--- src/mshu_pkg.sv ---
package mshu_pkg;

  // ----------------------------------------------------------------
  // clock and link timing
  // ----------------------------------------------------------------
  localparam int CLK_KHZ = 250000; // ref_clk rate
  localparam int BAUD_BPS = 115200;
  localparam int CNT_W = 27; // wide enough for the longest wait
  localparam logic [11:0] BIT_CYC = 12'((CLK_KHZ * 1000 + BAUD_BPS / 2) / BAUD_BPS);
  localparam logic [11:0] HALF_BIT_CYC = 12'(BIT_CYC / 2);
  localparam int HOST_STOP_HALVES = 3; // 1.5 stop bits from the host
  localparam logic [11:0] HOST_STOP_CYC = 12'(HOST_STOP_HALVES * HALF_BIT_CYC);
  localparam logic [3:0] STOP_IDX = 4'h9;
  localparam logic [7:0] FLAG_BYTE = 8'h7e;

  // printed times, each in its own unit
  localparam int T_REQ_TIMEOUT_MS = 500;
  localparam int T_RETRY_MS = 100; // below the 500 ms ceiling
  localparam int T_INTERPACKET_MS = 20;
  localparam int T_ACK_TIMEOUT_MS = 125;
  localparam int T_ACK_PW_NS = 500;

  // derived cycle counts (least times round up, longest round down)
  localparam logic [CNT_W-1:0] REQ_TIMEOUT_CYC = CNT_W'(T_REQ_TIMEOUT_MS * CLK_KHZ);
  localparam logic [CNT_W-1:0] RETRY_CYC = CNT_W'(T_RETRY_MS * CLK_KHZ);
  localparam logic [CNT_W-1:0] GAP_CYC = CNT_W'(T_INTERPACKET_MS * CLK_KHZ);
  localparam logic [CNT_W-1:0] ACK_CYC = CNT_W'(T_ACK_TIMEOUT_MS * CLK_KHZ);
  localparam logic [7:0] ACK_PW_CYC = 8'((T_ACK_PW_NS * (CLK_KHZ / 1000) + 999) / 1000);

  // ----------------------------------------------------------------
  // state of each end
  // ----------------------------------------------------------------
  typedef enum logic [2:0] {MT_IDLE, MT_REQ, MT_RETRY, MT_SEND, MT_WAIT} mshu_mtx_st_t;
  typedef enum logic [1:0] {HT_IDLE, HT_SEND} mshu_htx_st_t;

  typedef struct packed {
    mshu_mtx_st_t tst;
    logic [CNT_W-1:0] tcnt;
    logic [CNT_W-1:0] gap;
    logic [11:0] bcnt;
    logic [3:0] bidx;
    logic [9:0] tsh;
    logic tlast;
    logic neg_seen;
    logic req_n;
    logic pin_tx;
    logic ar_n;
    logic req_to;
    logic [1:0][8:0] fbuf;
    logic [1:0] fcnt;
    logic rbusy;
    logic [11:0] rcnt;
    logic [3:0] ridx;
    logic [7:0] rsh;
    logic [7:0] rdata;
    logic rvalid;
    logic rerr;
    logic rseen;
    logic [CNT_W-1:0] ack_cnt;
    logic ack_pend;
    logic ack_late;
    logic cts_s1;
    logic cts_s2;
    logic rx_s1;
    logic rx_s2;
  } mshu_mote_t;

  localparam mshu_mote_t MOTE_RST = '{tst: MT_IDLE, req_n: 1'b1, pin_tx: 1'b1, ar_n: 1'b1,
    cts_s1: 1'b1, cts_s2: 1'b1, rx_s1: 1'b1, rx_s2: 1'b1, default: '0};

  typedef struct packed {
    mshu_htx_st_t tst;
    logic [CNT_W-1:0] gap;
    logic [11:0] bcnt;
    logic [3:0] bidx;
    logic [9:0] tsh;
    logic tlast;
    logic pkt_start;
    logic last_flag;
    logic pin_tx;
    logic cts_n;
    logic [7:0] pw;
    logic sess;
    logic sseen;
    logic rbusy;
    logic [11:0] rcnt;
    logic [3:0] ridx;
    logic [7:0] rsh;
    logic [7:0] rdata;
    logic rvalid;
    logic rerr;
    logic req_s1;
    logic req_s2;
    logic ar_s1;
    logic ar_s2;
    logic rx_s1;
    logic rx_s2;
  } mshu_host_t;

  localparam mshu_host_t HOST_RST = '{tst: HT_IDLE, pkt_start: 1'b1, pin_tx: 1'b1, cts_n: 1'b1,
    req_s1: 1'b1, req_s2: 1'b1, ar_s1: 1'b1, ar_s2: 1'b1, rx_s1: 1'b1, rx_s2: 1'b1,
    default: '0};

endpackage
--- src/mshu_link_if.sv ---
`timescale 1ns/1ps
// five wires between the mote and the host; all handshake lines are active low
interface mshu_link_if;
  logic mote_to_host;
  logic host_to_mote;
  logic mote_send_request_n;
  logic host_clear_to_send_n;
  logic mote_accept_ready_n;

  modport mote (
    output mote_to_host,
    output mote_send_request_n,
    output mote_accept_ready_n,
    input host_to_mote,
    input host_clear_to_send_n
  );

  modport host (
    input mote_to_host,
    input mote_send_request_n,
    input mote_accept_ready_n,
    output host_to_mote,
    output host_clear_to_send_n
  );
endinterface

--- src/mshu_mote.sv ---
`timescale 1ns/1ps
// Contract
// - host rate within 2 percent, mote 1 percent
// - host 1/1.5 stop bits, mote one
// - drop request within 10 ms of grant
// - host grants within 500 ms or timeout
// - retry request within 500 ms of timeout
// - start byte within 10 ms of grant
// - host holds grant one bit after start
// - host grant negation pulse at least 500 ns
// - mote answers every request within 125 ms
// - host negates grant within 7.1 ms
// - senders wait 20 ms between packets; the host starts its gap when it takes the last byte, not after sending it
// - host never doubles the opening flag
// - request held low until grant or timeout
// - grant negated, reasserted per byte; then send
// - accept-ready high when off network or full
module mshu_mote #(
  parameter logic [mshu_pkg::CNT_W-1:0] REQ_TIMEOUT_CYC = mshu_pkg::REQ_TIMEOUT_CYC,
  parameter logic [mshu_pkg::CNT_W-1:0] RETRY_CYC = mshu_pkg::RETRY_CYC,
  parameter logic [mshu_pkg::CNT_W-1:0] GAP_CYC = mshu_pkg::GAP_CYC,
  parameter logic [mshu_pkg::CNT_W-1:0] ACK_CYC = mshu_pkg::ACK_CYC
) (
  // clock and reset
  input wire logic ref_clk,
  input wire logic nrst,
  // link to the host
  mshu_link_if.mote link,
  // bytes to send, one packet ends at tx_last
  input wire logic [7:0] tx_data,
  input wire logic tx_last,
  input wire logic tx_valid,
  output logic tx_ready,
  // bytes received from the host
  output logic [7:0] rx_data,
  output logic rx_valid,
  output logic rx_err,
  // network and buffer status
  input wire logic net_joined,
  input wire logic buf_space_ok,
  // status
  output logic req_timeout,
  output logic ack_pending,
  output logic ack_late
);
  import mshu_pkg::*;

  mshu_mote_t s;
  mshu_mote_t n;
  logic push;
  logic pop;
  logic cts_on;

  // ----------------------------------------------------------------
  // next state
  // ----------------------------------------------------------------
  assign tx_ready = (s.fcnt != 2'd2); // the two-entry buffer stalls the source
  assign push = tx_valid && tx_ready;
  assign cts_on = !s.cts_s2;

  always_comb begin
    n = s;
    pop = 1'b0;
    n.req_to = 1'b0;
    n.rvalid = 1'b0;
    n.ack_late = 1'b0;
    // pin synchronisers
    n.cts_s1 = link.host_clear_to_send_n;
    n.cts_s2 = s.cts_s1;
    n.rx_s1 = link.host_to_mote;
    n.rx_s2 = s.rx_s1;
    n.ar_n = !(net_joined && buf_space_ok);
    if (s.gap != '0) begin
      n.gap = s.gap - 1'b1;
    end

    // transmit sequencer
    unique case (s.tst)
      MT_IDLE: begin
        if (s.fcnt != 2'd0 && s.gap == '0) begin
          n.tst = MT_REQ;
          n.req_n = 1'b0;
          n.tcnt = '0;
          n.ack_pend = 1'b0;
        end
      end
      MT_REQ: begin
        if (cts_on) begin
          n.req_n = 1'b1;
          n.tst = MT_SEND;
          n.tsh = {1'b1, s.fbuf[0][7:0], 1'b0};
          n.tlast = s.fbuf[0][8];
          n.bcnt = '0;
          n.bidx = '0;
          n.neg_seen = 1'b0;
        end else if (s.tcnt == REQ_TIMEOUT_CYC - 1'b1) begin
          n.req_n = 1'b1;
          n.req_to = 1'b1;
          n.tcnt = '0;
          n.tst = MT_RETRY;
        end else begin
          n.tcnt = s.tcnt + 1'b1;
        end
      end
      MT_RETRY: begin
        if (s.tcnt == RETRY_CYC - 1'b1) begin
          n.req_n = 1'b0;
          n.tcnt = '0;
          n.tst = MT_REQ;
        end else begin
          n.tcnt = s.tcnt + 1'b1;
        end
      end
      MT_SEND: begin
        // the host may negate and reassert before our stop bit ends
        if (!cts_on) begin
          n.neg_seen = 1'b1;
        end
        if (s.bcnt == BIT_CYC - 1'b1) begin
          n.bcnt = '0;
          n.tsh = {1'b1, s.tsh[9:1]};
          if (s.bidx == STOP_IDX) begin
            pop = 1'b1;
            if (s.tlast) begin
              n.gap = GAP_CYC;
              n.tst = MT_IDLE;
            end else begin
              n.tst = MT_WAIT;
            end
          end else begin
            n.bidx = s.bidx + 1'b1;
          end
        end else begin
          n.bcnt = s.bcnt + 1'b1;
        end
      end
      MT_WAIT: begin
        if (!cts_on) begin
          n.neg_seen = 1'b1;
        end
        if ((s.neg_seen || !cts_on) && cts_on && s.fcnt != 2'd0) begin
          n.tst = MT_SEND;
          n.tsh = {1'b1, s.fbuf[0][7:0], 1'b0};
          n.tlast = s.fbuf[0][8];
          n.bcnt = '0;
          n.bidx = '0;
          n.neg_seen = 1'b0;
        end
      end
    endcase
    n.pin_tx = (n.tst == MT_SEND) ? n.tsh[0] : 1'b1;

    // two-entry buffer: pop shifts the head out, push lands behind it
    if (pop) begin
      n.fbuf[0] = s.fbuf[1];
      n.fcnt = s.fcnt - 1'b1;
    end
    if (push) begin
      n.fbuf[n.fcnt[0]] = {tx_last, tx_data};
      n.fcnt = n.fcnt + 1'b1;
    end

    // receiver samples mid-bit, leaving room for host rate error
    if (!s.rbusy) begin
      if (!s.rx_s2) begin
        n.rbusy = 1'b1;
        n.rcnt = '0;
        n.ridx = '0;
      end
    end else if (s.rcnt == ((s.ridx == 4'h0) ? HALF_BIT_CYC : BIT_CYC) - 1'b1) begin
      n.rcnt = '0;
      if (s.ridx == 4'h0) begin
        n.rbusy = !s.rx_s2;
        n.ridx = 4'h1;
      end else if (s.ridx != STOP_IDX) begin
        n.rsh = {s.rx_s2, s.rsh[7:1]};
        n.ridx = s.ridx + 1'b1;
      end else begin
        // one stop bit is all we check, so 1.5 from the host also passes
        n.rbusy = 1'b0;
        n.rvalid = 1'b1;
        n.rerr = !s.rx_s2;
        n.rdata = s.rsh;
        // a lone flag both ends one packet and opens the next
        if (s.rsh == FLAG_BYTE && s.rseen) begin
          n.rseen = 1'b0;
          n.ack_pend = 1'b1;
          n.ack_cnt = ACK_CYC;
        end else if (s.rsh != FLAG_BYTE) begin
          n.rseen = 1'b1;
        end
      end
    end else begin
      n.rcnt = s.rcnt + 1'b1;
    end

    // answer watchdog: flags a reply that is late, user must queue one
    if (s.ack_pend && s.ack_cnt != '0) begin
      n.ack_cnt = s.ack_cnt - 1'b1;
      if (s.ack_cnt == CNT_W'(1)) begin
        n.ack_late = 1'b1;
      end
    end
  end

  // ----------------------------------------------------------------
  // state register
  // ----------------------------------------------------------------
  always_ff @(posedge ref_clk or negedge nrst) begin
    if (!nrst) begin
      s <= MOTE_RST;
    end else begin
      s <= n;
    end
  end

  // pins and user outputs all come from the state register
  assign link.mote_to_host = s.pin_tx;
  assign link.mote_send_request_n = s.req_n;
  assign link.mote_accept_ready_n = s.ar_n;
  assign rx_data = s.rdata;
  assign rx_valid = s.rvalid;
  assign rx_err = s.rerr;
  assign req_timeout = s.req_to;
  assign ack_pending = s.ack_pend;
  assign ack_late = s.ack_late;
endmodule

--- src/flat_wrapper.sv ---
// flat-port wrapper written by rule: the top's interface ports become plain ports
module mshu_mote_flat import mshu_pkg::*;
#(
  parameter logic [mshu_pkg::CNT_W-1:0] REQ_TIMEOUT_CYC = mshu_pkg::REQ_TIMEOUT_CYC,
  parameter logic [mshu_pkg::CNT_W-1:0] RETRY_CYC = mshu_pkg::RETRY_CYC,
  parameter logic [mshu_pkg::CNT_W-1:0] GAP_CYC = mshu_pkg::GAP_CYC,
  parameter logic [mshu_pkg::CNT_W-1:0] ACK_CYC = mshu_pkg::ACK_CYC
)
  (ref_clk, nrst, tx_data, tx_last, tx_valid, tx_ready, rx_data, rx_valid, rx_err, net_joined, buf_space_ok, req_timeout, ack_pending, ack_late, link_mote_to_host, link_mote_send_request_n, link_mote_accept_ready_n, link_host_to_mote, link_host_clear_to_send_n);
  mshu_link_if link_i ();
  input wire logic ref_clk;
  input wire logic nrst;
  input wire logic [7:0] tx_data;
  input wire logic tx_last;
  input wire logic tx_valid;
  output logic tx_ready;
  output logic [7:0] rx_data;
  output logic rx_valid;
  output logic rx_err;
  input wire logic net_joined;
  input wire logic buf_space_ok;
  output logic req_timeout;
  output logic ack_pending;
  output logic ack_late;
  output wire logic [$bits(link_i.mote_to_host)-1:0] link_mote_to_host;
  output wire logic [$bits(link_i.mote_send_request_n)-1:0] link_mote_send_request_n;
  output wire logic [$bits(link_i.mote_accept_ready_n)-1:0] link_mote_accept_ready_n;
  input wire logic [$bits(link_i.host_to_mote)-1:0] link_host_to_mote;
  input wire logic [$bits(link_i.host_clear_to_send_n)-1:0] link_host_clear_to_send_n;
  assign link_mote_to_host = link_i.mote_to_host;
  assign link_mote_send_request_n = link_i.mote_send_request_n;
  assign link_mote_accept_ready_n = link_i.mote_accept_ready_n;
  assign link_i.host_to_mote = link_host_to_mote;
  assign link_i.host_clear_to_send_n = link_host_clear_to_send_n;
  mshu_mote #(.REQ_TIMEOUT_CYC(REQ_TIMEOUT_CYC), .RETRY_CYC(RETRY_CYC), .GAP_CYC(GAP_CYC), .ACK_CYC(ACK_CYC)) u_core (.ref_clk(ref_clk), .nrst(nrst), .link(link_i), .tx_data(tx_data), .tx_last(tx_last), .tx_valid(tx_valid), .tx_ready(tx_ready), .rx_data(rx_data), .rx_valid(rx_valid), .rx_err(rx_err), .net_joined(net_joined), .buf_space_ok(buf_space_ok), .req_timeout(req_timeout), .ack_pending(ack_pending), .ack_late(ack_late));
endmodule
--- config.mk ---
export PLATFORM = sky130hd
export DESIGN_NAME = mshu_mote_flat
export DESIGN_NICKNAME = d
export VERILOG_FILES = /design/src/mshu_pkg.sv /design/src/mshu_link_if.sv /design/src/mshu_mote.sv /design/src/flat_wrapper.sv
export SDC_FILE = /design/constraint.sdc
export NUM_CORES = 1
export LEC_CHECK = 0
export BUFFER_PORTS_ARGS = -buffer_cell sky130_fd_sc_hd__buf_4
export CAP_MARGIN = 15
export CORE_MARGIN = 5
export CORE_UTILIZATION = 60
export CTS_BUF_LIST = sky130_fd_sc_hd__clkbuf_8
export DETAILED_ROUTE_END_ITERATION = 8
export PLACE_DENSITY_LB_ADDON = 0.3
export SYNTH_ARGS = -nofsm -noshare
export SYNTH_HDL_FRONTEND = slang
export SYNTH_SLANG_ARGS = --single-unit
--- constraint.sdc ---
create_clock -name ref_clk -period 3.3 [get_ports ref_clk]
set_input_delay 0.33 -clock ref_clk [delete_from_list [all_inputs] [get_ports ref_clk]]
set_output_delay 0.33 -clock ref_clk [all_outputs]
set_load 0.05 [all_outputs]
==> out/qor.yml <==
run_status:
  status: "finished, final reports clean"
placement:
  dp_hpwl_mm: 13.13
  dpl_cell_area_mm2: 0.009659
  io_buffers: 32
  dp.cells: 1140
  gp_congestion: 0.8336
sta:
  final.setup.tns_ns: 0
  timing_max_transition_violations_final: 0
  worst_hold_margin_ns: 0.1192
  grt_setup_unrepaired: "false"
  finalHoldViolCount: 0
  tightest_slew_ns: 0.7135
  timing.final.setup_violations: 0
  fin_crit_sh_pct: 89.79
  relSlewSlack_pct: 52.44
  final.min_clock_period_ns: 2.963
  clock_skew_ns: 0.01403
  timing.fmax_mhz: 337.5
routing:
  drt_pass1_iterations: 5
  wl_mm: 19.20
  antenna_violating_nets_post_route: 0
  dr_total_vias: 7406
  avgViaCountPerCell: 6.292
  drt-initial-drc-count: 753
  wl_per_cell_um: 16.31
  remaining_drc_errors: 0
yosys:
  synth-async-reset-ratio_pct: 100.0
  synth_sequential_area_ratio_pct: 48.31
  netlist_area_mm2: 0.009239
  ys.flop_type: "sky130_fd_sc_hd__dfrtp_1"
  yosys.cell_types.count: 75
  synthesis.yosys.warnings: 0
  synth_cells: 946
  synth_nets: 978
  synth_edf_count: 0
  ys_seq_elements: 178
  postSynthAreaPerCell_um2: 9.766
setup_path:
  crit_path_cell_trace: "inv_1, ha_1, or3b_2, nor3_1, o21a_1, and4_1, mux2_2"
  cpPeakStageDelay_ns: 0.56
  critical_path_cell_count: 7
  cp-start-kind: "register"
  r2r_setup_slack_ns: 0.34
  timing_worst_setup_path_type: "register to register"
  regToRegStartpoint: "u_core.s[52]"
  required_ns: 3.66
  crit_slowest_cell: "sky130_fd_sc_hd__and4_1"
  setup.worst_path.start: "u_core.s[52]"
  worst_r2r_path_depth: 7
  worst_ep_arrival_time_ns: 3.32
  cp_top_family: "simple AND/OR/NAND/NOR gates"
  crit_buf_inv: 1
  setup.worst_path.end: "u_core.s[44]"
  critical_path.max_fanout: 13
  regToRegEndpoint: "u_core.s[44]"
  worst_setup_path_end_kind: "register"
cells_and_area:
  finalNetCount: 1008
  area.growth.synth_to_final_pct: 9.426
  post_route_core_utilization_pct: 66.75
  n_antenna_cell: 0
  non_filler_instances: 1177
  final_layout_size_suffix_gt1_share_pct: 13.65
  final_cell_area_mm2: 0.01011
  layout.filler_cells: 1148
clock_network:
  clock_sinks: 178
  cts_tree: "yes"
  tritoncts.num_buffers: 17
  cts_htree_levels: 4
  clk_root_buffer_cell: "sky130_fd_sc_hd__clkbuf_8"
  max-clock-path-buffers: 2
  clk_pin_slew_ns: 0.09
  clock_insertion_delay_worst_skew_ns: 0.46
  ctsResizeCount: 0
min_path:
  worst_hold_path_type: "input pin to register"
  hp-start: "tx_data[7]"
power_and_ir_drop:
  netSwitchingPower_uw: 1859
  share_clk_of_total_power_pct: 27.3
  seq_power_share_pct: 47.8
  intPower_uw: 3661
  total_leakage_power_uw: 0.004682
  pwr-share-comb_pct: 24.8
  vdd_drop_max_mv: 0.5502
  power_per_cell_area_mw_per_mm2: 546.1
  power_switching_share_pct: 33.68
grt:
  grt-ovfl-total: 0
  grt_first_pass_wirelength_mm: 33.40
  grt_resource_usage_total_pct: 22.21
  number_of_antenna_violations_at_the_first_check_in_global_routing: 0
  grt_pass1_vias: 7078
  grt_max_degree: 66
floorplan:
  core_mm2: 0.01515
  rows: 45
  die-height_um: 134.1
  number_of_i_o_pins: 33
  floorplan.die.width_um: 134.1
  start_util_pct: 61.00
  floorplan_die_area_mm2: 0.01798
flow_run:
  max_cap_violations: 0
==> cells in the mapped netlist (all sizes together), types with 3 or more instances <==
| master | instances | share of area (%) |
|---|---|---|
| nor4b | 5 | 0.47 |
| nor4 | 29 | 2.1 |
| mux2i | 11 | 1.2 |
| o31ai | 17 | 1.5 |
| buf | 15 | 1.1 |
| or4 | 8 | 0.73 |
| nor2 | 79 | 3.2 |
| a211oi | 5 | 0.41 |
| o21ai | 71 | 3.8 |
| a22o | 9 | 0.85 |
| xor2 | 13 | 1.2 |
| nand3b | 6 | 0.49 |
| nand4b | 5 | 0.47 |
| dfstp | 7 | 2.0 |
| a2bb2oi | 11 | 1.0 |
| or3 | 16 | 1.1 |
| nand3 | 32 | 1.7 |
| a222oi | 8 | 0.87 |
| o41ai | 5 | 0.47 |
| a31oi | 12 | 0.81 |
| o21a | 4 | 0.33 |
| xnor2 | 18 | 1.7 |
| nor3 | 38 | 2.1 |
| clkbuf | 28 | 1.1 |
| and3b | 3 | 0.28 |
| a21o | 13 | 1.1 |
| ha | 16 | 2.2 |
| inv | 35 | 1.4 |
| a21oi | 29 | 1.6 |
| o22ai | 4 | 0.27 |
| and3 | 20 | 1.4 |
| mux2 | 27 | 3.3 |
| and2 | 5 | 0.34 |
| dfrtp | 171 | 46 |
| nor2b | 4 | 0.27 |
| and4 | 4 | 0.38 |
| nand2 | 79 | 3.2 |
| nand4 | 16 | 1.1 |
| or2 | 8 | 0.54 |
| nor3b | 12 | 1.1 |
| o211ai | 12 | 0.98 |
| nand2b | 9 | 0.61 |
==> flip-flops by register name, summed over array words and instances (netlist names) <==
register,flops
u_core.link.mote_send_request_n,1
u_core.rx_data,8
u_core.ack_pending,1
u_core.link.mote_to_host,1
u_core.s,160
u_core.n,2
u_core.rx_err,1
u_core.rx_valid,1
u_core.req_timeout,1
u_core.link.mote_accept_ready_n,1
u_core.ack_late,1
==> logic make-up (layout without fill, tap and decap cells) <==
family | after synthesis | in the layout | synth area share, %
xor gates and xnor gates | 31 | 31 | 2.939
adders and majority gates | 16 | 16 | 2.167
muxes | 38 | 38 | 4.483
AOI/OAI and AO/OA | 219 | 219 | 15.99
and+or+nand+nor | 385 | 385 | 22.43
buffers and inverters | 79 | 122 | 3.684
DFF | 178 | 178 | 48.31
==> per-stage QoR <==
step	worst slack, ns	power (uW)
floorplan	0.7532	3620
global placement	0.5601	3984
detailed placement	0.4036	4032
CTS	0.3712	5541
global route	0.1988	5835
finish	0.3370	5521
==> layer usage <==
metal / track usage [%] / share of wire, % / vias up
li1: - / - / 3556
met5: 0 / 0 / -
met1: 31.83 / 47 / 3615
met2: 34.90 / 47 / 215
met4: 6.391 / 1.2 / 0
met3: 4.201 / 4.4 / 20
==> cell type report <==
cell class              count  area, um2  area share (%)
inverters                  36      135.1           1.337
repair buffers             54      434.2           4.295
clock inverters            14      152.6           1.510
well taps                 188      235.2           2.327
multi-input cells         689       4442           43.94
clock buffers              18      247.7           2.450
flip-flops and latches    178       4463           44.15
==> timing repair <==
action	in CTS	in global routing
endpoints found under the hold margin	48	1
hold buffers	3	2
setup buffers	0	0
==> placed cells by master, fill, tap and decap left out, types with 20 or more instances in the layout <==
| cell | instances |
|---|---|
| sky130_fd_sc_hd__nor2_1 | 78 |
| sky130_fd_sc_hd__nor3_1 | 37 |
| sky130_fd_sc_hd__nor4_1 | 27 |
| sky130_fd_sc_hd__and3_1 | 20 |
| sky130_fd_sc_hd__nand3_1 | 32 |
| sky130_fd_sc_hd__nand2_1 | 79 |
| sky130_fd_sc_hd__buf_4 | 47 |
| sky130_fd_sc_hd__a21oi_1 | 29 |
| sky130_fd_sc_hd__mux2_2 | 27 |
| sky130_fd_sc_hd__inv_1 | 36 |
| sky130_fd_sc_hd__dfrtp_1 | 171 |
| sky130_fd_sc_hd__o21ai_0 | 67 |
==> how the worst min path moves through the flow <==
stage	slack [ns]	depth (start not counted)	end
after global routing	0.09	2	u_core.s[80]
final	0.12	2	u_core.s[87]
after CTS	0.005	2	u_core.link.mote_accept_ready_n
after detailed placement	0.30	1	u_core.s[25]
after global placement	0.30	1	u_core.s[26]
after floorplan	0.03	0	u_core.ack_late
==> power groups by stage <==
stage / Combinational (uW) / Sequential (uW) / Clock (uW)
floorplan: 1010 / 2610 / 0
global placement: 1320 / 2670 / 0
CTS: 1370 / 2640 / 1540
finish: 1370 / 2640 / 1510
detailed placement: 1350 / 2680 / 0
global route: 1530 / 2670 / 1630
No activity file was read; power rests on OpenSTA's default activity.
